### src/hw/rip_pkg.sv
// How it works
// - answer only slave address 68h, d0h write form and d1h read form
// - twenty byte locations in ascending order
// - power fail aborts, clears pointer, ignores bus
// - after power returns, stay deaf for recovery
// - start is data falling while clock high
// - stop is data rising while clock high
// - data changes only while clock low
// - msb first bytes, ninth clock acknowledges
// - acknowledge holds data low whole high phase
// - master nack ends read, device releases data
// - pointer write, repeated start, then device transmits
// - pointer advances only on acknowledge clock
// - read keeps sending next byte while master acknowledges
// - freeze clock copies while an addressed transfer points below 08h
// - bare read starts at current pointer
// - first write byte loads pointer, rest stored
// - acknowledge address, word address, every data byte
// - square wave wins the shared output pin
// - clock write completion resets divider chain
// - sub-second location only keeps zero
package rip_pkg;
  localparam logic [6:0] SLAVE_ADDR = 7'h68;
  localparam int unsigned NUM_REGS = 20;
  localparam logic [4:0] LAST_ADDR = 5'h13;
  localparam logic [4:0] CLK_LAST = 5'h07;
  localparam logic [4:0] SUBSEC_ADDR = 5'h00;
  localparam logic [3:0] BYTE_BITS = 4'h8;
  localparam logic [3:0] LAST_BIT = 4'h7;
  localparam int unsigned CLK_MHZ = 25;
  localparam int unsigned REC_US = 1000;
  localparam int unsigned REC_CYC = REC_US * CLK_MHZ;
  localparam int unsigned REC_W = 20;
  localparam int unsigned FIFO_W = 13;
  localparam int unsigned FIFO_D = 8;

  typedef enum logic [2:0] {
    ST_IDLE = 3'b000,
    ST_ADDR = 3'b001,
    ST_ACKA = 3'b010,
    ST_RX = 3'b011,
    ST_ACKR = 3'b100,
    ST_TX = 3'b101,
    ST_ACKT = 3'b110,
    ST_IGN = 3'b111
  } rip_state_t;
endpackage : rip_pkg

### src/hw/rip_fifo.sv
module rip_fifo #(
  parameter int unsigned W = 13,
  parameter int unsigned D = 8
) (
  input wire logic clk, // system clock
  input wire logic rst, // synchronous reset
  input wire logic in_valid, // write request
  output logic in_ready, // room left
  input wire logic [W-1:0] in_data, // word in
  output logic out_valid, // word waiting
  input wire logic out_ready, // drain side accepts
  output logic [W-1:0] out_data // oldest word
);
  localparam int unsigned AW = $clog2(D);
  logic [W-1:0] mem [D];
  logic [AW-1:0] wr_q;
  logic [AW-1:0] rd_q;
  logic [AW:0] cnt_q;
  wire push = in_valid & in_ready;
  wire pop = out_valid & out_ready;

  // honest flags straight from the fill count
  assign in_ready = cnt_q != (AW + 1)'(D);
  assign out_valid = cnt_q != '0;
  assign out_data = mem[rd_q];

  // storage has no reset, only the pointers and fill count need one
  always_ff @(posedge clk) begin
    if (push) begin
      mem[wr_q] <= in_data;
    end
  end

  always_ff @(posedge clk) begin
    if (rst) begin
      wr_q <= '0;
      rd_q <= '0;
      cnt_q <= '0;
    end else begin
      if (push) wr_q <= (wr_q == AW'(D - 1)) ? '0 : wr_q + 1'b1;
      if (pop) rd_q <= (rd_q == AW'(D - 1)) ? '0 : rd_q + 1'b1;
      cnt_q <= cnt_q + (AW + 1)'(push) - (AW + 1)'(pop);
    end
  end

  a_fifo_count: assert property (@(posedge clk) disable iff (rst)
    push && !pop |=> cnt_q == $past(cnt_q) + 1'b1) else $error("fifo count lost a push");
endmodule : rip_fifo

### src/hw/rip_mem.sv
module rip_mem (
  input wire logic clk, // system clock
  input wire logic rst, // synchronous reset
  input wire logic we, // write strobe
  input wire logic [4:0] waddr, // write location
  input wire logic [7:0] wdata, // write byte
  input wire logic [4:0] raddr, // read location
  output logic [7:0] rdata // registered read byte
);
  import rip_pkg::*;
  logic [7:0] mem [NUM_REGS];

  // array itself is left unreset, contents belong to the timekeeper
  always_ff @(posedge clk) begin
    if (we) begin
      mem[waddr] <= wdata;
    end
  end

  // read data registered; out-of-range reads give zero
  always_ff @(posedge clk) begin
    if (rst) begin
      rdata <= 8'h00;
    end else begin
      rdata <= (raddr <= LAST_ADDR) ? mem[raddr] : 8'h00;
    end
  end
endmodule : rip_mem

### src/hw/rip_port.sv
module rip_port #(
  parameter int unsigned REC_CYCLES = rip_pkg::REC_CYC
) (
  input wire logic clk, // 25 mhz system clock
  input wire logic rst, // synchronous reset, active high
  input wire logic scl_i, // bus clock level
  input wire logic sda_i, // bus data level
  output logic sda_o, // data drive value, always low
  output logic sda_oe_n, // low while pulling data low
  input wire logic pwr_fail, // supply below power_fail_threshold
  input wire logic sqw_en, // square wave enabled
  input wire logic sqw_wave, // square wave level
  input wire logic irq_req, // interrupt asserted
  input wire logic ft_en, // frequency test enabled
  input wire logic ft_wave, // frequency test level
  input wire logic out_level, // static output level
  output logic sdo_o, // shared_open_drain_output drive value
  output logic sdo_oe_n, // low while pulling shared pin low
  output logic freeze_o, // hold time copies
  output logic div_rst_o // one-cycle divider chain reset
);
  import rip_pkg::*;

  rip_state_t state_q, state_d;
  logic scl_q, sda_q, scl_p, sda_p;
  logic [3:0] cnt_q, cnt_d;
  logic [7:0] sh_q, sh_d;
  logic [4:0] ptr_q, ptr_d;
  logic drv_q, drv_d;
  logic rw_q, rw_d;
  logic first_q, first_d;
  logic push;
  logic active_q, freeze_q, clkwr_q, div_q, sdo_q;
  logic [REC_W-1:0] rec_q;
  logic [7:0] rdata;
  logic f_vld, f_rdy, in_rdy;
  logic [FIFO_W-1:0] f_data;

  // decode of bus events from sampled lines
  wire locked = pwr_fail | (rec_q != '0);
  wire start_w = !locked & scl_q & scl_p & sda_p & !sda_q;
  wire stop_w = !locked & scl_q & scl_p & !sda_p & sda_q;
  wire rise_w = scl_q & !scl_p;
  wire fall_w = !scl_q & scl_p;
  wire match_w = sh_q[7:1] == SLAVE_ADDR;
  wire [4:0] nxt_ptr = (ptr_q >= LAST_ADDR) ? 5'h00 : ptr_q + 5'h01;
  wire sub_bad = (ptr_q == SUBSEC_ADDR) && (sh_q != 8'h00);
  wire act_next = !locked & !stop_w &
                  (active_q | (state_q == ST_ADDR & fall_w & cnt_q == BYTE_BITS & match_w));
  wire [4:0] wa_ptr = (sh_q[4:0] > LAST_ADDR) ? 5'h00 : sh_q[4:0];

  // square wave first, then interrupt, then test, then static level
  wire pin_lvl = sqw_en ? sqw_wave :
                 irq_req ? 1'b0 :
                 ft_en ? ft_wave : out_level;

  assign sda_o = 1'b0;
  assign sda_oe_n = !drv_q;
  assign sdo_o = 1'b0;
  assign sdo_oe_n = sdo_q;
  assign freeze_o = freeze_q;
  assign div_rst_o = div_q;
  // no draining while the next read byte is being fetched
  assign f_rdy = state_q != ST_ACKT;

  // sample the pins and keep the previous level for edges
  always_ff @(posedge clk) begin
    if (rst) begin
      scl_q <= 1'b1;
      sda_q <= 1'b1;
      scl_p <= 1'b1;
      sda_p <= 1'b1;
    end else begin
      scl_q <= scl_i;
      sda_q <= sda_i;
      scl_p <= scl_q;
      sda_p <= sda_q;
    end
  end

  // byte engine; bytes are only acted on at the acknowledge bit
  always_comb begin
    state_d = state_q;
    cnt_d = cnt_q;
    sh_d = sh_q;
    ptr_d = ptr_q;
    drv_d = drv_q;
    rw_d = rw_q;
    first_d = first_q;
    push = 1'b0;
    if (locked) begin
      state_d = ST_IDLE;
      ptr_d = 5'h00;
      drv_d = 1'b0;
    end else if (start_w) begin
      state_d = ST_ADDR;
      cnt_d = 4'h0;
      drv_d = 1'b0;
    end else if (stop_w) begin
      state_d = ST_IDLE;
      drv_d = 1'b0;
    end else begin
      case (state_q)
        ST_ADDR: begin
          if (rise_w) begin
            sh_d = {sh_q[6:0], sda_q};
            cnt_d = cnt_q + 4'h1;
          end else if (fall_w && cnt_q == BYTE_BITS) begin
            if (match_w) begin
              state_d = ST_ACKA;
              drv_d = 1'b1;
              rw_d = sh_q[0];
            end else begin
              state_d = ST_IGN;
            end
          end
        end
        ST_ACKA: begin
          if (fall_w) begin
            cnt_d = 4'h0;
            if (rw_q) begin
              state_d = ST_TX;
              sh_d = rdata;
              drv_d = !rdata[7];
            end else begin
              state_d = ST_RX;
              drv_d = 1'b0;
              first_d = 1'b1;
            end
          end
        end
        ST_RX: begin
          if (rise_w) begin
            sh_d = {sh_q[6:0], sda_q};
            cnt_d = cnt_q + 4'h1;
          end else if (fall_w && cnt_q == BYTE_BITS) begin
            if (first_q || in_rdy) begin
              state_d = ST_ACKR;
              drv_d = 1'b1;
            end else begin
              state_d = ST_IGN; // full buffer: refuse the byte
            end
          end
        end
        ST_ACKR: begin
          if (rise_w) begin
            first_d = 1'b0;
            if (first_q) begin
              ptr_d = wa_ptr;
            end else begin
              push = !sub_bad;
              ptr_d = nxt_ptr;
            end
          end else if (fall_w) begin
            state_d = ST_RX;
            drv_d = 1'b0;
            cnt_d = 4'h0;
          end
        end
        ST_TX: begin
          if (fall_w) begin
            if (cnt_q == LAST_BIT) begin
              state_d = ST_ACKT;
              drv_d = 1'b0;
              cnt_d = 4'h0;
            end else begin
              sh_d = {sh_q[6:0], 1'b0};
              drv_d = !sh_q[6];
              cnt_d = cnt_q + 4'h1;
            end
          end
        end
        ST_ACKT: begin
          if (rise_w) begin
            if (!sda_q) begin
              ptr_d = nxt_ptr;
            end else begin
              state_d = ST_IGN;
            end
          end else if (fall_w) begin
            state_d = ST_TX;
            sh_d = rdata;
            drv_d = !rdata[7];
          end
        end
        default: begin
        end
      endcase
    end
  end

  always_ff @(posedge clk) begin
    if (rst) begin
      state_q <= ST_IDLE;
      cnt_q <= 4'h0;
      sh_q <= 8'h00;
      ptr_q <= 5'h00;
      drv_q <= 1'b0;
      rw_q <= 1'b0;
      first_q <= 1'b0;
    end else begin
      state_q <= state_d;
      cnt_q <= cnt_d;
      sh_q <= sh_d;
      ptr_q <= ptr_d;
      drv_q <= drv_d;
      rw_q <= rw_d;
      first_q <= first_d;
    end
  end

  // recovery lockout reloads for as long as the supply is low
  always_ff @(posedge clk) begin
    if (rst) begin
      rec_q <= '0;
    end else if (pwr_fail) begin
      rec_q <= REC_W'(REC_CYCLES);
    end else if (rec_q != '0) begin
      rec_q <= rec_q - 1'b1;
    end
  end

  // freeze while an addressed transfer points into the clock bytes
  always_ff @(posedge clk) begin
    if (rst) begin
      active_q <= 1'b0;
      freeze_q <= 1'b0;
      clkwr_q <= 1'b0;
      div_q <= 1'b0;
      sdo_q <= 1'b1;
    end else begin
      active_q <= act_next;
      freeze_q <= act_next && ptr_d <= CLK_LAST;
      clkwr_q <= (clkwr_q | (push && ptr_q <= CLK_LAST)) & !stop_w & !locked;
      div_q <= stop_w & clkwr_q;
      sdo_q <= pin_lvl;
    end
  end

  // written bytes queue ahead of the register store
  rip_fifo #(
    .W(FIFO_W),
    .D(FIFO_D)
  ) u_fifo (
    .clk(clk),
    .rst(rst),
    .in_valid(push),
    .in_ready(in_rdy),
    .in_data({ptr_q, sh_q}),
    .out_valid(f_vld),
    .out_ready(f_rdy),
    .out_data(f_data)
  );

  rip_mem u_mem (
    .clk(clk),
    .rst(rst),
    .we(f_vld & f_rdy),
    .waddr(f_data[12:8]),
    .wdata(f_data[7:0]),
    .raddr(ptr_q),
    .rdata(rdata)
  );

  a_start_addr: assert property (@(posedge clk) disable iff (rst)
    start_w |=> state_q == ST_ADDR && !drv_q) else $error("start not taken");
  a_stop_idle: assert property (@(posedge clk) disable iff (rst)
    stop_w |=> state_q == ST_IDLE ##1 !freeze_o) else $error("stop not taken");
  a_lock_clear: assert property (@(posedge clk) disable iff (rst)
    pwr_fail |=> ptr_q == 5'h00 && state_q == ST_IDLE && sda_oe_n) else $error("no lockout");
  a_rec_deaf: assert property (@(posedge clk) disable iff (rst)
    $fell(pwr_fail) |-> (state_q == ST_IDLE)[*8]) else $error("bus heard during recovery");
  a_addr_ack: assert property (@(posedge clk) disable iff (rst)
    state_q == ST_ADDR && fall_w && cnt_q == BYTE_BITS && match_w && !locked && !start_w
    && !stop_w |=> !sda_oe_n && state_q == ST_ACKA) else $error("address not acked");
  a_addr_miss: assert property (@(posedge clk) disable iff (rst)
    state_q == ST_ADDR && fall_w && cnt_q == BYTE_BITS && !match_w && !locked && !start_w
    && !stop_w |=> sda_oe_n && state_q == ST_IGN) else $error("foreign address acked");
  a_ptr_step: assert property (@(posedge clk) disable iff (rst)
    state_q == ST_ACKR && rise_w && !first_q && !locked
    |=> ptr_q == $past(nxt_ptr)) else $error("pointer did not advance");
  a_nack_free: assert property (@(posedge clk) disable iff (rst)
    state_q == ST_ACKT && rise_w && sda_q && !locked |=> sda_oe_n[*2]) else $error("data held");
  a_sqw_first: assert property (@(posedge clk) disable iff (rst)
    sqw_en |=> sdo_oe_n == $past(sqw_wave)) else $error("square wave lost the pin");
  // watched at the store itself, so a broken push gate cannot hide behind its own term
  a_subsec_zero: assert property (@(posedge clk) disable iff (rst)
    f_vld && f_rdy && f_data[12:8] == SUBSEC_ADDR |-> f_data[7:0] == 8'h00)
    else $error("nonzero sub-second stored");
endmodule : rip_port

### config.mk
export PLATFORM = sky130hd
export DESIGN_NAME = rip_port
export DESIGN_NICKNAME = d
export VERILOG_FILES = /design/src/hw/rip_pkg.sv /design/src/hw/rip_fifo.sv /design/src/hw/rip_mem.sv /design/src/hw/rip_port.sv
export SDC_FILE = /design/constraint.sdc
export NUM_CORES = 1
export LEC_CHECK = 0
export ABC_AREA = 1
export BUFFER_PORTS_ARGS = -buffer_cell sky130_fd_sc_hd__buf_2
export CAP_MARGIN = 40
export CORE_MARGIN = 1.5
export CORE_UTILIZATION = 60
export CTS_CLUSTER_SIZE = 24
export DETAILED_ROUTE_END_ITERATION = 8
export PLACE_DENSITY = 0.73
export SYNTH_ARGS = -nofsm -noshare
export SYNTH_HDL_FRONTEND = slang
export SYNTH_SLANG_ARGS = --single-unit
### constraint.sdc
create_clock -name clk -period 3.35 [get_ports clk]
set_input_delay 0.5025 -clock clk [delete_from_list [all_inputs] [get_ports clk]]
set_output_delay 0.5025 -clock clk [all_outputs]
set_load 0.01 [all_outputs]
-- After elaboration in Yosys (flattened, before gate mapping)
Memory sizes are Yosys's and may differ from the RTL's. A register that Yosys moved wholly into a read port is not among the register bits.
Index checks and enable logic that the tools add are counted.
Widths: inputs -> output; s select.
- flip-flop bits (word level): 62
- RAM bits: 264
- bits of input ports: 11
- word-level logic and storage cells: 229
- memories: 2
- memory list (name ; depth ; bits a word ; rd ports ; clocked after Yosys merged registers in ; wr ports ; RTL line ; source):
    u_mem.mem ; 20 ; 8 ; 1 ; 1 ; 1 ; rip_mem.sv:11 ; logic [7:0] mem [NUM_REGS];
    u_fifo.mem ; 8 ; 13 ; 1 ; 1 ; 1 ; rip_fifo.sv:15 ; logic [W-1:0] mem [D];
- add/subtract/negate cells: 7
- order comparisons: 5
- eq/ne operators: 48
- multiplexer cells: 82
- bitwise gates (word level): 26
- reductions and logical operators: 37
- operator list (operator ; number):
    $mux 8 ; 7
    $mux 3 ; 18
    $mux 5 ; 9
    $ne 4x4->1 const B ; 9
    $ne 2x2->1 const B ; 17
    $mux 1 ; 32
    $pmux 8 s4 ; 1
    $mux 15 ; 2
    $mux 4 ; 7
    $reduce_and 12->1 ; 2
    $reduce_bool 20->1 ; 1
    $sub 20x1->20 const B ; 1
    $and 1x1->1 ; 18
    $pmux 3 s6 ; 1
    $pmux 4 s4 ; 1
    $reduce_bool 8->1 ; 2
    $eq 3x3->1 const B ; 5
    $ne 3x3->1 const B ; 5
    $reduce_and 7->1 ; 2
    $reduce_and 13->1 ; 1
    $reduce_and 11->1 ; 1
    $le 5x3->1 const B ; 2
    $logic_not 1->1 ; 10
    $ne 5x5->1 const B ; 2
    other kinds (32) ; 49

-- Depth between registers and ports, before layout
Gate-level depths: netlist of the first run.
- depth in word-level cells: 14
- gate-level depth with buffers: 16
- depth with buffers taken out: 16

-- Cells and area by module
From an unflattened synthesis of the first run, not the netlist that was laid out.
- cells, all modules: 1693
- area total of the unflattened synthesis: 15626.2 sq um
- by module, submodules not included (module ; instances ; cells each ; area an instance (sq um) ; sequential area each (sq um)):
    rip_mem ; 1 ; 638 ; 7006.7 ; 4964.8
    rip_fifo ; 1 ; 544 ; 5297.6 ; 3383.2
    rip_port ; 1 ; 511 ; 3321.9 ; 1041.0

-- Least setup slack after synthesis of the first run
No wires, ideal clock.
- kind: register to register
- start: register ptr_q[1]
- end: memory u_fifo.mem[0][0] (enable)
- setup time: 400 ps
- arrival: 2598 ps
- slack: 352 ps
- stages on the path, launching flop included: 12
- buffers on the path: 2
- path through: dfxtp_1 buf_2 inv_1 clkbuf_1 ha_1 nand3_1 a21oi_1 nor3_2 nand3_4 inv_2 nand2_2 nor3_1
- word-level cells in the longest chain between the ends: 12
- ends and longest elaborated chain (item ; RTL line ; source):
    start, declared ; rip_port.sv:28 ; logic [4:0] ptr_q, ptr_d;
    start signal, assigned ; rip_port.sv:205 ; ptr_q <= ptr_d;
    $logic_not 5->1 ; rip_port.sv:47 ; wire sub_bad = (ptr_q == SUBSEC_ADDR) && (sh_q != 8'h00);
    $logic_and 1x1->1 ; rip_port.sv:47 ;
    $logic_not 1->1 ; rip_port.sv:151 ; push = !sub_bad;
    $mux 1 ; rip_port.sv:148 ; if (first_q) begin
    $mux 1 ; rip_port.sv:146 ; if (rise_w) begin
    $mux 1 ; rip_port.sv:103 ; case (state_q)
    $mux 1 ; rip_port.sv:99 ; end else if (stop_w) begin
    $mux 1 ; rip_port.sv:95 ; end else if (start_w) begin
    $mux 1 ; rip_port.sv:91 ; if (locked) begin
    $and 1x1->1 ; rip_fifo.sv:19 ; wire push = in_valid & in_ready;
    via u_fifo.push ; rip_fifo.sv:19 ;
    $mux 1 ; rip_fifo.sv:29 ; if (push) begin
    $mux 1 (implied by the code) ; rip_fifo.sv:30 ; mem[wr_q] <= in_data;
    end, declared ; rip_fifo.sv:15 ;
The timed path passes the listed nets, and every way through them passes these cells.

==> report_table.html, run 1 <==
<table>
<tr><th>Metric</th><th>Value</th></tr>
<tr><th colspan="2">Outcome</th></tr>
<tr><td>Status</td><td>completed</td></tr>
<tr><th colspan="2">Timing</th></tr>
<tr><td>Number of slew-limit violations in the final report</td><td>0</td></tr>
<tr><td>Worst clock skew on the final layout</td><td>0.0141 ns</td></tr>
<tr><td>Final cycle utilization of the critical path</td><td>0.845</td></tr>
<tr><td>Total Negative Setup Slacks</td><td>0 ns</td></tr>
<tr><td>Minimum clock period</td><td>2.83 ns</td></tr>
<tr><td>Unrepaired setup endpoints after global routing</td><td>false</td></tr>
<tr><td>Worst setup slack after layout</td><td>0.520 ns</td></tr>
<tr><td>Final hold violation count</td><td>0</td></tr>
<tr><td>Number of failing setup endpoints in the final timing report</td><td>0</td></tr>
<tr><td>Worst slew margin relative to its limit</td><td>0.452</td></tr>
<tr><td>Slew at the pin closest to its max-slew limit</td><td>0.822 ns</td></tr>
<tr><td>Highest Clock Rate</td><td>0.353 GHz</td></tr>
<tr><td>Fin Hold WS</td><td>0.167 ns</td></tr>
<tr><th colspan="2">Place</th></tr>
<tr><td>Post-DP HPWL</td><td>21900 µm</td></tr>
<tr><td>Placement Setup Slack</td><td>0.648 ns</td></tr>
<tr><td>Placed Cells</td><td>1688</td></tr>
<tr><td>Total of buffers placed on input and output ports</td><td>14</td></tr>
<tr><td>Global placer's final weighted congestion</td><td>0.929</td></tr>
<tr><th colspan="2">Critical path</th></tr>
<tr><td>Arrival time worst endpoint</td><td>3.05 ns</td></tr>
<tr><td>Critical Setup Path Class</td><td>reg -&gt; reg</td></tr>
<tr><td>Largest fanout on the critical path</td><td>26</td></tr>
<tr><td>Setup crit start kind</td><td>flip-flop</td></tr>
<tr><td>Kind of capture point of the worst setup path</td><td>flip-flop</td></tr>
<tr><td>Worst reg2reg setup slack</td><td>0.52 ns</td></tr>
<tr><td>Required arrival time at the worst endpoint</td><td>3.57 ns</td></tr>
<tr><th colspan="2">Layout</th></tr>
<tr><td>Layout cells sized above 1</td><td>0.115</td></tr>
<tr><td>Final cell count without fillers</td><td>1751</td></tr>
<tr><td>Area growth, synth to finish</td><td>13.3%</td></tr>
<tr><td>Net count of the finished layout</td><td>1436</td></tr>
<tr><td>Antenna fix cells</td><td>0</td></tr>
<tr><th colspan="2">GRT</th></tr>
<tr><td>GRT overflow</td><td>0</td></tr>
<tr><td>Initial antenna violation count</td><td>0</td></tr>
<tr><td>Via count of the first global-routing pass</td><td>9820</td></tr>
<tr><td>First-pass GRT wire length</td><td>52400 µm</td></tr>
<tr><td>All-Layer GR Usage</td><td>0.279</td></tr>
<tr><td>Largest net degree at the start of global routing</td><td>82</td></tr>
<tr><th colspan="2">Synth</th></tr>
<tr><td>Post-synth EDFFs</td><td>264</td></tr>
<tr><td>#FFs+latches synth</td><td>337</td></tr>
<tr><td>Number of distinct library cells after synthesis</td><td>51</td></tr>
<tr><td>Top_reg_cell synth</td><td>edfxtp_1</td></tr>
<tr><td>Gate count after technology mapping</td><td>1358</td></tr>
<tr><td>Async S/R FF share, synth</td><td>0</td></tr>
<tr><td>Avg Inst Size Synth</td><td>10.6 µm²</td></tr>
<tr><td>Sequential area share after synthesis</td><td>0.653</td></tr>
<tr><td>YS warnings</td><td>0</td></tr>
<tr><td>Total standard cell area after synthesis</td><td>0.0144 mm²</td></tr>
<tr><th colspan="2">Floorplanning</th></tr>
<tr><td>Initial cell density of the core</td><td>0.613</td></tr>
<tr><td>Total number of placement rows</td><td>56</td></tr>
<tr><td>Die Outline Area</td><td>0.0249 mm²</td></tr>
<tr><td>Vert. Die Dim</td><td>158 µm</td></tr>
<tr><td>X dimension of the die</td><td>158 µm</td></tr>
<tr><td>Number of top-level pins</td><td>17</td></tr>
<tr><td>Core box area</td><td>0.0235 mm²</td></tr>
<tr><th colspan="2">Clocking</th></tr>
<tr><td>Clock buffers created by TritonCTS</td><td>35</td></tr>
<tr><td>Later-pin clock latency in the skew report</td><td>0.52 ns</td></tr>
<tr><td>Resize count post-CTS</td><td>0</td></tr>
<tr><td>Post-CTS Repair Setup Buffers</td><td>0</td></tr>
<tr><td>Maximum buffer depth of the clock tree</td><td>3</td></tr>
<tr><td>Clock transition at the registers of the reported paths</td><td>0.06 ns</td></tr>
<tr><td>Number of H-tree levels</td><td>2</td></tr>
<tr><td>Post-CTS Hold Fix Bufs</td><td>0</td></tr>
<tr><td>Clock tree from TritonCTS</td><td>done</td></tr>
<tr><td>Clk root buf</td><td>clkbuf_16</td></tr>
<tr><td>Clock sink count</td><td>337</td></tr>
<tr><th colspan="2">Power</th></tr>
<tr><td>Power spent charging and discharging nets</td><td>3640 µW</td></tr>
<tr><td>Total power after layout</td><td>12200 µW</td></tr>
<tr><td>P_leak</td><td>0.00594 µW</td></tr>
<tr><td>Power density over the cells</td><td>748 mW/mm²</td></tr>
<tr><td>Proportion of power drawn by combinational gates</td><td>0.225</td></tr>
<tr><td>Cell-internal power</td><td>8550 µW</td></tr>
<tr><td>Net switching share of the total power</td><td>0.299</td></tr>
<tr><td>Highest ir drop seen on vdd</td><td>0.560 mV</td></tr>
<tr><td>Clock network power share</td><td>0.317</td></tr>
<tr><td>Register share of total power</td><td>0.457</td></tr>
<tr><th colspan="2">Flow run</th></tr>
<tr><td>Max-cap violations</td><td>0</td></tr>
<tr><th colspan="2">Drt</th></tr>
<tr><td>Vias/cell</td><td>5.99</td></tr>
<tr><td>Total number of vias</td><td>10.5k</td></tr>
<tr><td>Detail-routed net length per standard cell</td><td>19.4 µm</td></tr>
<tr><td>Number of remaining DRC errors</td><td>0</td></tr>
<tr><td>Post-DRT Antenna Nets</td><td>0</td></tr>
<tr><td>Final wirelength</td><td>34000 µm</td></tr>
<tr><td>Pre-Repair DR Iteration Count</td><td>5</td></tr>
<tr><td>Number of DRC violations after detailed-routing iteration 0</td><td>1257</td></tr>
<tr><th colspan="2">Hold path</th></tr>
<tr><td>Type of the most critical hold path</td><td>in -&gt; reg</td></tr>
</table>
## routing by layer
metal  global-route usage  vias to the layer above  routed length (µm)
met5                    0                        -                   0
met4                0.115                        0                1220
met3               0.0632                      106                2890
met2                0.445                      493               15900
met1                0.372                     4989               14100
li1                     -                     4906                   -
## power groups by stage
stage          Combinational, µW  Clock (µW)  Sequential (µW)
2_1_floorplan               1580           0             5620
3_3_place_gp                2530           0             5670
3_5_place_dp                2700           0             5660
4_1_cts                     2730        3910             5580
5_1_grt                     3020        4060             5610
6_report                    2750        3870             5580
## Yosys cell counts (all sizes together) (4+ instances only)
library cell | n | area (µm²)
edfxtp | 264 | 7930
nor2 | 263 | 1020
o21ai | 201 | 1010
nand2 | 130 | 515
inv | 98 | 368
dfxtp | 73 | 1460
o22ai | 52 | 325
clkbuf | 47 | 176
a21oi | 46 | 241
nand3 | 37 | 218
nor3 | 27 | 140
a31oi | 24 | 150
ha | 18 | 225
buf | 13 | 75.1
nand4 | 11 | 83.8
o221ai | 9 | 78.8
xor2 | 9 | 78.8
o211ai | 5 | 37.5
o21bai | 5 | 37.5
nor3b | 4 | 30.0
## final cells by class
class | instances | area (µm²)
sequential | 337 | 9390
fill | 1711 | 7180
tap | 319 | 399
clock buffer | 48 | 956
multi-input combinational | 863 | 4470
clock inverter | 15 | 184
timing repair buffer | 70 | 526
inverter | 99 | 372
## final timing paths
check	startpoint	to	cells past startpoint
max reg2reg	flip-flop	u_mem.mem[12][3]	11
min reg2reg	drv_q	drv_q	2
min	sda_i	sda_q	2
max	flip-flop	u_mem.mem[12][3]	11
## critical path, cell delays in order, from the launching register on
cell and delay [ns]:
dfxtp_1 0.49, inv_1 0.11, buf_4 0.29, o21ai_0 0.15, o22ai_1 0.13, inv_1 0.05, o21ai_0 0.34, inv_1 0.12
nor2_1 0.16, nand2_1 0.14, nor2_1 0.28, buf_4 0.24
## per-stage QoR
| step | instance area (µm²) | utilization |
|---|---|---|
| after detailed placement | 15200 | 0.646 |
| final | 16300 | 0.694 |
| after CTS | 16300 | 0.694 |
| after global routing | 16300 | 0.694 |
| after floorplan | 14400 | - |
| after global placement | 15100 | 0.643 |
## registers in the layout (all words and copies together) (netlist names), 3 cells and up, named ones only
name	count
u_fifo.wr_q	3
u_fifo.mem	104
u_fifo.cnt_q	4
u_mem.rdata	8
sh_q	8
ptr_q	5
cnt_q	4
rec_q	20
u_fifo.rd_q	3
state_q	3
u_mem.mem	160
## cells by family (layout without fill, tap and decap cells)
group / Yosys count / count (layout) / synth area share
AO/OA/AOI/OAI: 351 / 351 / 0.136
XOR/XNOR: 10 / 10 / 0.00609
AND/OR/NAND/NOR: 480 / 480 / 0.144
buffers and inverters: 159 / 232 / 0.0433
multiplexers: 1 / 1 / 0.000696
adder cells (fa/ha/maj): 19 / 19 / 0.0170
flip-flops: 337 / 337 / 0.653
other: 1 / 2 / 0.000261
## placed cells by master, fill, tap and decap left out, types with 3 or more instances in the layout
cell / instances
a21oi_1: 43
a21oi_2: 3
a31oi_1: 16
a31oi_2: 8
buf_2: 14
buf_4: 50
buf_6: 4
bufinv_16: 4
clkbuf_1: 11
clkbuf_16: 36
clkinv_1: 8
dfxtp_1: 72
edfxtp_1: 264
ha_1: 18
inv_1: 93
inv_2: 5
nand2_1: 125
nand2_4: 3
nand3_1: 32
nand3_2: 4
nand4_1: 10
nor2_1: 257
nor2_2: 3
nor2_4: 3
nor3_1: 18
nor3_2: 9
nor3b_1: 4
o211ai_1: 5
o21ai_0: 198
o21bai_1: 5
o221ai_1: 9
o22ai_1: 52
o31ai_1: 3
or2_2: 3
xor2_1: 9
(Power assumes the default switching activity.)
==> inputs of run 2 (changes only) <==
- clock period: 3.35 -> 2.9 ns (I/O delays scaled with it)
==> run 2 against run 1 <==
Against the previous run:
- critical path depth rose by 3
- sequential share of layout area shrank 0.33 points
- critical endpoint is now u_fifo.cnt_q[2]
- worst hold slack worse by 0.064 ns
- global-route usage up 0.21 points
==> report_table.html, run 2 (synthesis gave the netlist of run 1 again) <==
<table>
<tr><th>Metric</th><th>Value</th></tr>
<tr><th colspan="2">Outcome</th></tr>
<tr><td>Status</td><td>completed (unchanged)</td></tr>
<tr><th colspan="2">GRT</th></tr>
<tr><td>Via count of the first global-routing pass</td><td>10.0k (was 9820)</td></tr>
<tr><td>Global-route layer with the greatest usage</td><td>met2 (unchanged)</td></tr>
<tr><td>Largest net degree at the start of global routing</td><td>82 (unchanged)</td></tr>
<tr><td>Met1 usage in global routing</td><td>0.382 (was 0.372)</td></tr>
<tr><td>Initial antenna violation count</td><td>0 (unchanged)</td></tr>
<tr><td>GRT overflow</td><td>0 (unchanged)</td></tr>
<tr><td>First-pass GRT wire length</td><td>53300 µm (was 52400 µm)</td></tr>
<tr><td>All-Layer GR Usage</td><td>0.281 (was 0.279)</td></tr>
<tr><td>Global routing met2 resource utilization</td><td>0.462 (was 0.445)</td></tr>
<tr><td>Met3 Use GR</td><td>0.0435 (was 0.0632)</td></tr>
<tr><th colspan="2">Floorplanning</th></tr>
<tr><td>Vert. Die Dim</td><td>158 µm (unchanged)</td></tr>
<tr><td>Number of top-level pins</td><td>17 (unchanged)</td></tr>
<tr><td>X dimension of the die</td><td>158 µm (unchanged)</td></tr>
<tr><td>Total number of placement rows</td><td>56 (unchanged)</td></tr>
<tr><td>Initial cell density of the core</td><td>0.613 (unchanged)</td></tr>
<tr><td>Core box area</td><td>0.0235 mm² (unchanged)</td></tr>
<tr><td>Die Outline Area</td><td>0.0249 mm² (unchanged)</td></tr>
<tr><th colspan="2">Clocking</th></tr>
<tr><td>Clock tree from TritonCTS</td><td>done (unchanged)</td></tr>
<tr><td>Later-pin clock latency in the skew report</td><td>0.52 ns (about the same)</td></tr>
<tr><td>Post-CTS Repair Setup Buffers</td><td>0 (unchanged)</td></tr>
<tr><td>Maximum buffer depth of the clock tree</td><td>3 (unchanged)</td></tr>
<tr><td>Post-CTS Hold Fix Bufs</td><td>0 (unchanged)</td></tr>
<tr><td>Clock buffers created by TritonCTS</td><td>35 (unchanged)</td></tr>
<tr><td>Resize count post-CTS</td><td>0 (unchanged)</td></tr>
<tr><td>Clock sink count</td><td>337 (unchanged)</td></tr>
<tr><td>Number of H-tree levels</td><td>2 (unchanged)</td></tr>
<tr><td>Clock transition at the registers of the reported paths</td><td>0.06 ns (about the same)</td></tr>
<tr><td>Clk root buf</td><td>clkbuf_16 (unchanged)</td></tr>
<tr><th colspan="2">Timing</th></tr>
<tr><td>Number of failing setup endpoints in the final timing report</td><td>0 (unchanged)</td></tr>
<tr><td>Number of slew-limit violations in the final report</td><td>0 (unchanged)</td></tr>
<tr><td>Worst clock skew on the final layout</td><td>0.0187 ns (was 0.0141 ns)</td></tr>
<tr><td>Worst slew margin relative to its limit</td><td>0.465 (was 0.452)</td></tr>
<tr><td>Unrepaired setup endpoints after global routing</td><td>false (unchanged)</td></tr>
<tr><td>Total Negative Setup Slacks</td><td>0 ns (unchanged)</td></tr>
<tr><td>Final cycle utilization of the critical path</td><td>0.891 (was 0.845)</td></tr>
<tr><td>Slew at the pin closest to its max-slew limit</td><td>0.803 ns (was 0.822 ns)</td></tr>
<tr><td>Highest Clock Rate</td><td>0.387 GHz (was 0.353 GHz)</td></tr>
<tr><td>Minimum clock period</td><td>2.58 ns (was 2.83 ns)</td></tr>
<tr><td>Final hold violation count</td><td>0 (unchanged)</td></tr>
<tr><th colspan="2">Critical path</th></tr>
<tr><td>Setup crit end</td><td>u_fifo.cnt_q[2] (was u_mem.mem[12][3])</td></tr>
<tr><td>Largest stage delay on the critical path</td><td>0.41 ns (was 0.49 ns)</td></tr>
<tr><td>Arrival time worst endpoint</td><td>2.98 ns (was 3.05 ns)</td></tr>
<tr><td>Largest fanout on the critical path</td><td>6 (was 26)</td></tr>
<tr><td>Endpoint of the lowest-slack register-to-register path</td><td>u_fifo.cnt_q[2] (was u_mem.mem[12][3])</td></tr>
<tr><td>Setup crit start kind</td><td>flip-flop (unchanged)</td></tr>
<tr><td>Critical path's slowest cell</td><td>fa_1 (was dfxtp_1)</td></tr>
<tr><td>Required arrival time at the worst endpoint</td><td>3.29 ns (was 3.57 ns)</td></tr>
<tr><td>Critical Setup Path Class</td><td>reg -&gt; reg (unchanged)</td></tr>
<tr><td>Worst reg2reg setup slack</td><td>0.32 ns (was 0.52 ns)</td></tr>
<tr><td>Worst r2r src</td><td>rec_q[2]</td></tr>
<tr><td>CP startpoint</td><td>rec_q[2]</td></tr>
<tr><td>Kind of capture point of the worst setup path</td><td>flip-flop (unchanged)</td></tr>
<tr><td>Worst reg-to-reg path cell count</td><td>14 (was 11)</td></tr>
<tr><td>Critical Path, Cell by Cell</td><td>nor2_2, nand2_1, nor2_2, nand3_2, nor2_4, nand4_4, nand2_2, inv_2, nand3_4, inv_2, ha_1, fa_1, xnor2_1, nor2_1 (was inv_1, buf_4, o21ai_0, o22ai_1, inv_1, o21ai_0, inv_1, nor2_1, nand2_1, nor2_1, buf_4)</td></tr>
<tr><th colspan="2">Hold path</th></tr>
<tr><td>Type of the most critical hold path</td><td>in -&gt; reg (unchanged)</td></tr>
<tr><td>Start point of the worst min-delay path</td><td>sda_i (unchanged)</td></tr>
<tr><th colspan="2">Place</th></tr>
<tr><td>Placed Cells</td><td>1702 (was 1688)</td></tr>
<tr><td>Post-DP HPWL</td><td>21800 µm (was 21900 µm)</td></tr>
<tr><td>Placement-stage cell area</td><td>0.0153 mm² (was 0.0152 mm²)</td></tr>
<tr><td>Global placer's final weighted congestion</td><td>0.925 (was 0.929)</td></tr>
<tr><td>Total of buffers placed on input and output ports</td><td>14 (unchanged)</td></tr>
<tr><th colspan="2">Flow run</th></tr>
<tr><td>Max-cap violations</td><td>0 (unchanged)</td></tr>
<tr><th colspan="2">Layout</th></tr>
<tr><td>Most frequent cells in the layout</td><td>edfxtp_1, nor2_1, o21ai_0 (unchanged)</td></tr>
<tr><td>Register with the most flip-flops</td><td>u_mem.mem (unchanged)</td></tr>
<tr><td>Largest registers ranked by flip-flop count</td><td>u_mem.mem x160, u_fifo.mem x104, rec_q x20 (unchanged)</td></tr>
<tr><td>Final cell count without fillers</td><td>1763 (was 1751)</td></tr>
<tr><td>Most common library cell in the layout ignoring fill and taps</td><td>edfxtp_1 (unchanged)</td></tr>
<tr><td>Antenna fix cells</td><td>0 (unchanged)</td></tr>
<tr><td>Seq. cell area</td><td>0.00939 mm² (unchanged)</td></tr>
<tr><td>Area of combinational cells with multiple inputs</td><td>0.00447 mm² (unchanged)</td></tr>
<tr><td>Area growth, synth to finish</td><td>13.9% (was 13.3%)</td></tr>
<tr><td>Layout fillers</td><td>1679 (was 1711)</td></tr>
<tr><td>Net count of the finished layout</td><td>1450 (was 1436)</td></tr>
<tr><td>Layout cells sized above 1</td><td>0.124 (was 0.115)</td></tr>
<tr><td>Largest register FFs</td><td>160 (unchanged)</td></tr>
<tr><td>Post-route cell area</td><td>0.0164 mm² (was 0.0163 mm²)</td></tr>
<tr><th colspan="2">Drt</th></tr>
<tr><td>Pre-Repair DR Iteration Count</td><td>6 (was 5)</td></tr>
<tr><td>Number of remaining DRC errors</td><td>0 (unchanged)</td></tr>
<tr><td>Post-DRT Antenna Nets</td><td>0 (unchanged)</td></tr>
<tr><td>Final wirelength</td><td>34100 µm (was 34000 µm)</td></tr>
<tr><td>Vias/cell</td><td>5.91 (was 5.99)</td></tr>
<tr><td>Total number of vias</td><td>10.4k (was 10.5k)</td></tr>
<tr><td>Number of DRC violations after detailed-routing iteration 0</td><td>1158 (was 1257)</td></tr>
<tr><td>Detail-routed net length per standard cell</td><td>19.3 µm (was 19.4 µm)</td></tr>
<tr><th colspan="2">Power</th></tr>
<tr><td>Net switching share of the total power</td><td>0.300 (was 0.299)</td></tr>
<tr><td>Cell-internal power</td><td>9900 µW (was 8550 µW)</td></tr>
<tr><td>Register share of total power</td><td>0.454 (was 0.457)</td></tr>
<tr><td>Clock network power share</td><td>0.314 (was 0.317)</td></tr>
<tr><td>Power density over the cells</td><td>863 mW/mm² (was 748 mW/mm²)</td></tr>
<tr><td>P_leak</td><td>0.00601 µW (was 0.00594 µW)</td></tr>
<tr><td>Proportion of power drawn by combinational gates</td><td>0.232 (was 0.225)</td></tr>
<tr><td>Power spent charging and discharging nets</td><td>4240 µW (was 3640 µW)</td></tr>
<tr><td>Highest ir drop seen on vdd</td><td>0.732 mV (was 0.560 mV)</td></tr>
</table>
run 2: stage by stage:
stage / power [µW] / hold WS, ns / utilization / setup slack (ns)
after global routing: 14700 / 0.101 / 0.698 / 0.0872
after CTS: 14200 / 0.0892 / 0.698 / 0.316
after global placement: 9620 / 0.448 / 0.649 / 0.380
final: 14100 / 0.103 / 0.698 / 0.315
after detailed placement: 9770 / 0.454 / 0.650 / 0.325
after floorplan: 8320 / 0.421 / - / -0.0979
run 2: power groups by stage:
stage	clock, µW	combinational, µW	sequential [µW]
after floorplan	0	1830	6490
after global placement	0	3120	6500
after detailed placement	0	3250	6520
after CTS	4480	3280	6420
after global routing	4670	3610	6460
final	4440	3280	6420
run 2: critical path: cells and delay by family, from the launching register on:
family | cells | cell delay, ns
xor gates and xnor gates | 1 | 0.17
adders and majority gates | 2 | 0.63
DFF | 1 | 0.35
and+or+nand+nor | 9 | 1.17
buffers and inverters | 2 | 0.15
run 2: layer usage:
| metal | part of all wire | vias up |
|---|---|---|
| met3 | 0.077 | 79 |
| met2 | 0.48 | 457 |
| met5 | 0 | - |
| met1 | 0.41 | 4957 |
| met4 | 0.029 | 0 |
| li1 | - | 4931 |
run 2: layout make-up:
| type | instances | share of cell area |
|---|---|---|
| Timing Repair Buffer | 84 | 0.0383 |
| Clock inverter | 14 | 0.0102 |
| Tap cell | 319 | 0.0244 |
| Clock buffer | 47 | 0.0588 |
| Inverter | 99 | 0.0227 |
| Multi-Input combinational cell | 863 | 0.273 |
| Sequential cell | 337 | 0.573 |
run 2: worst min-delay path by stage:
stage                end  depth (start not counted)
2_1_floorplan  div_rst_o                          2
3_3_place_gp     clkwr_q                          2
3_5_place_dp       drv_q                          2
4_1_cts            sda_q                          2
5_1_grt            scl_q                          2
6_report           sda_q                          2
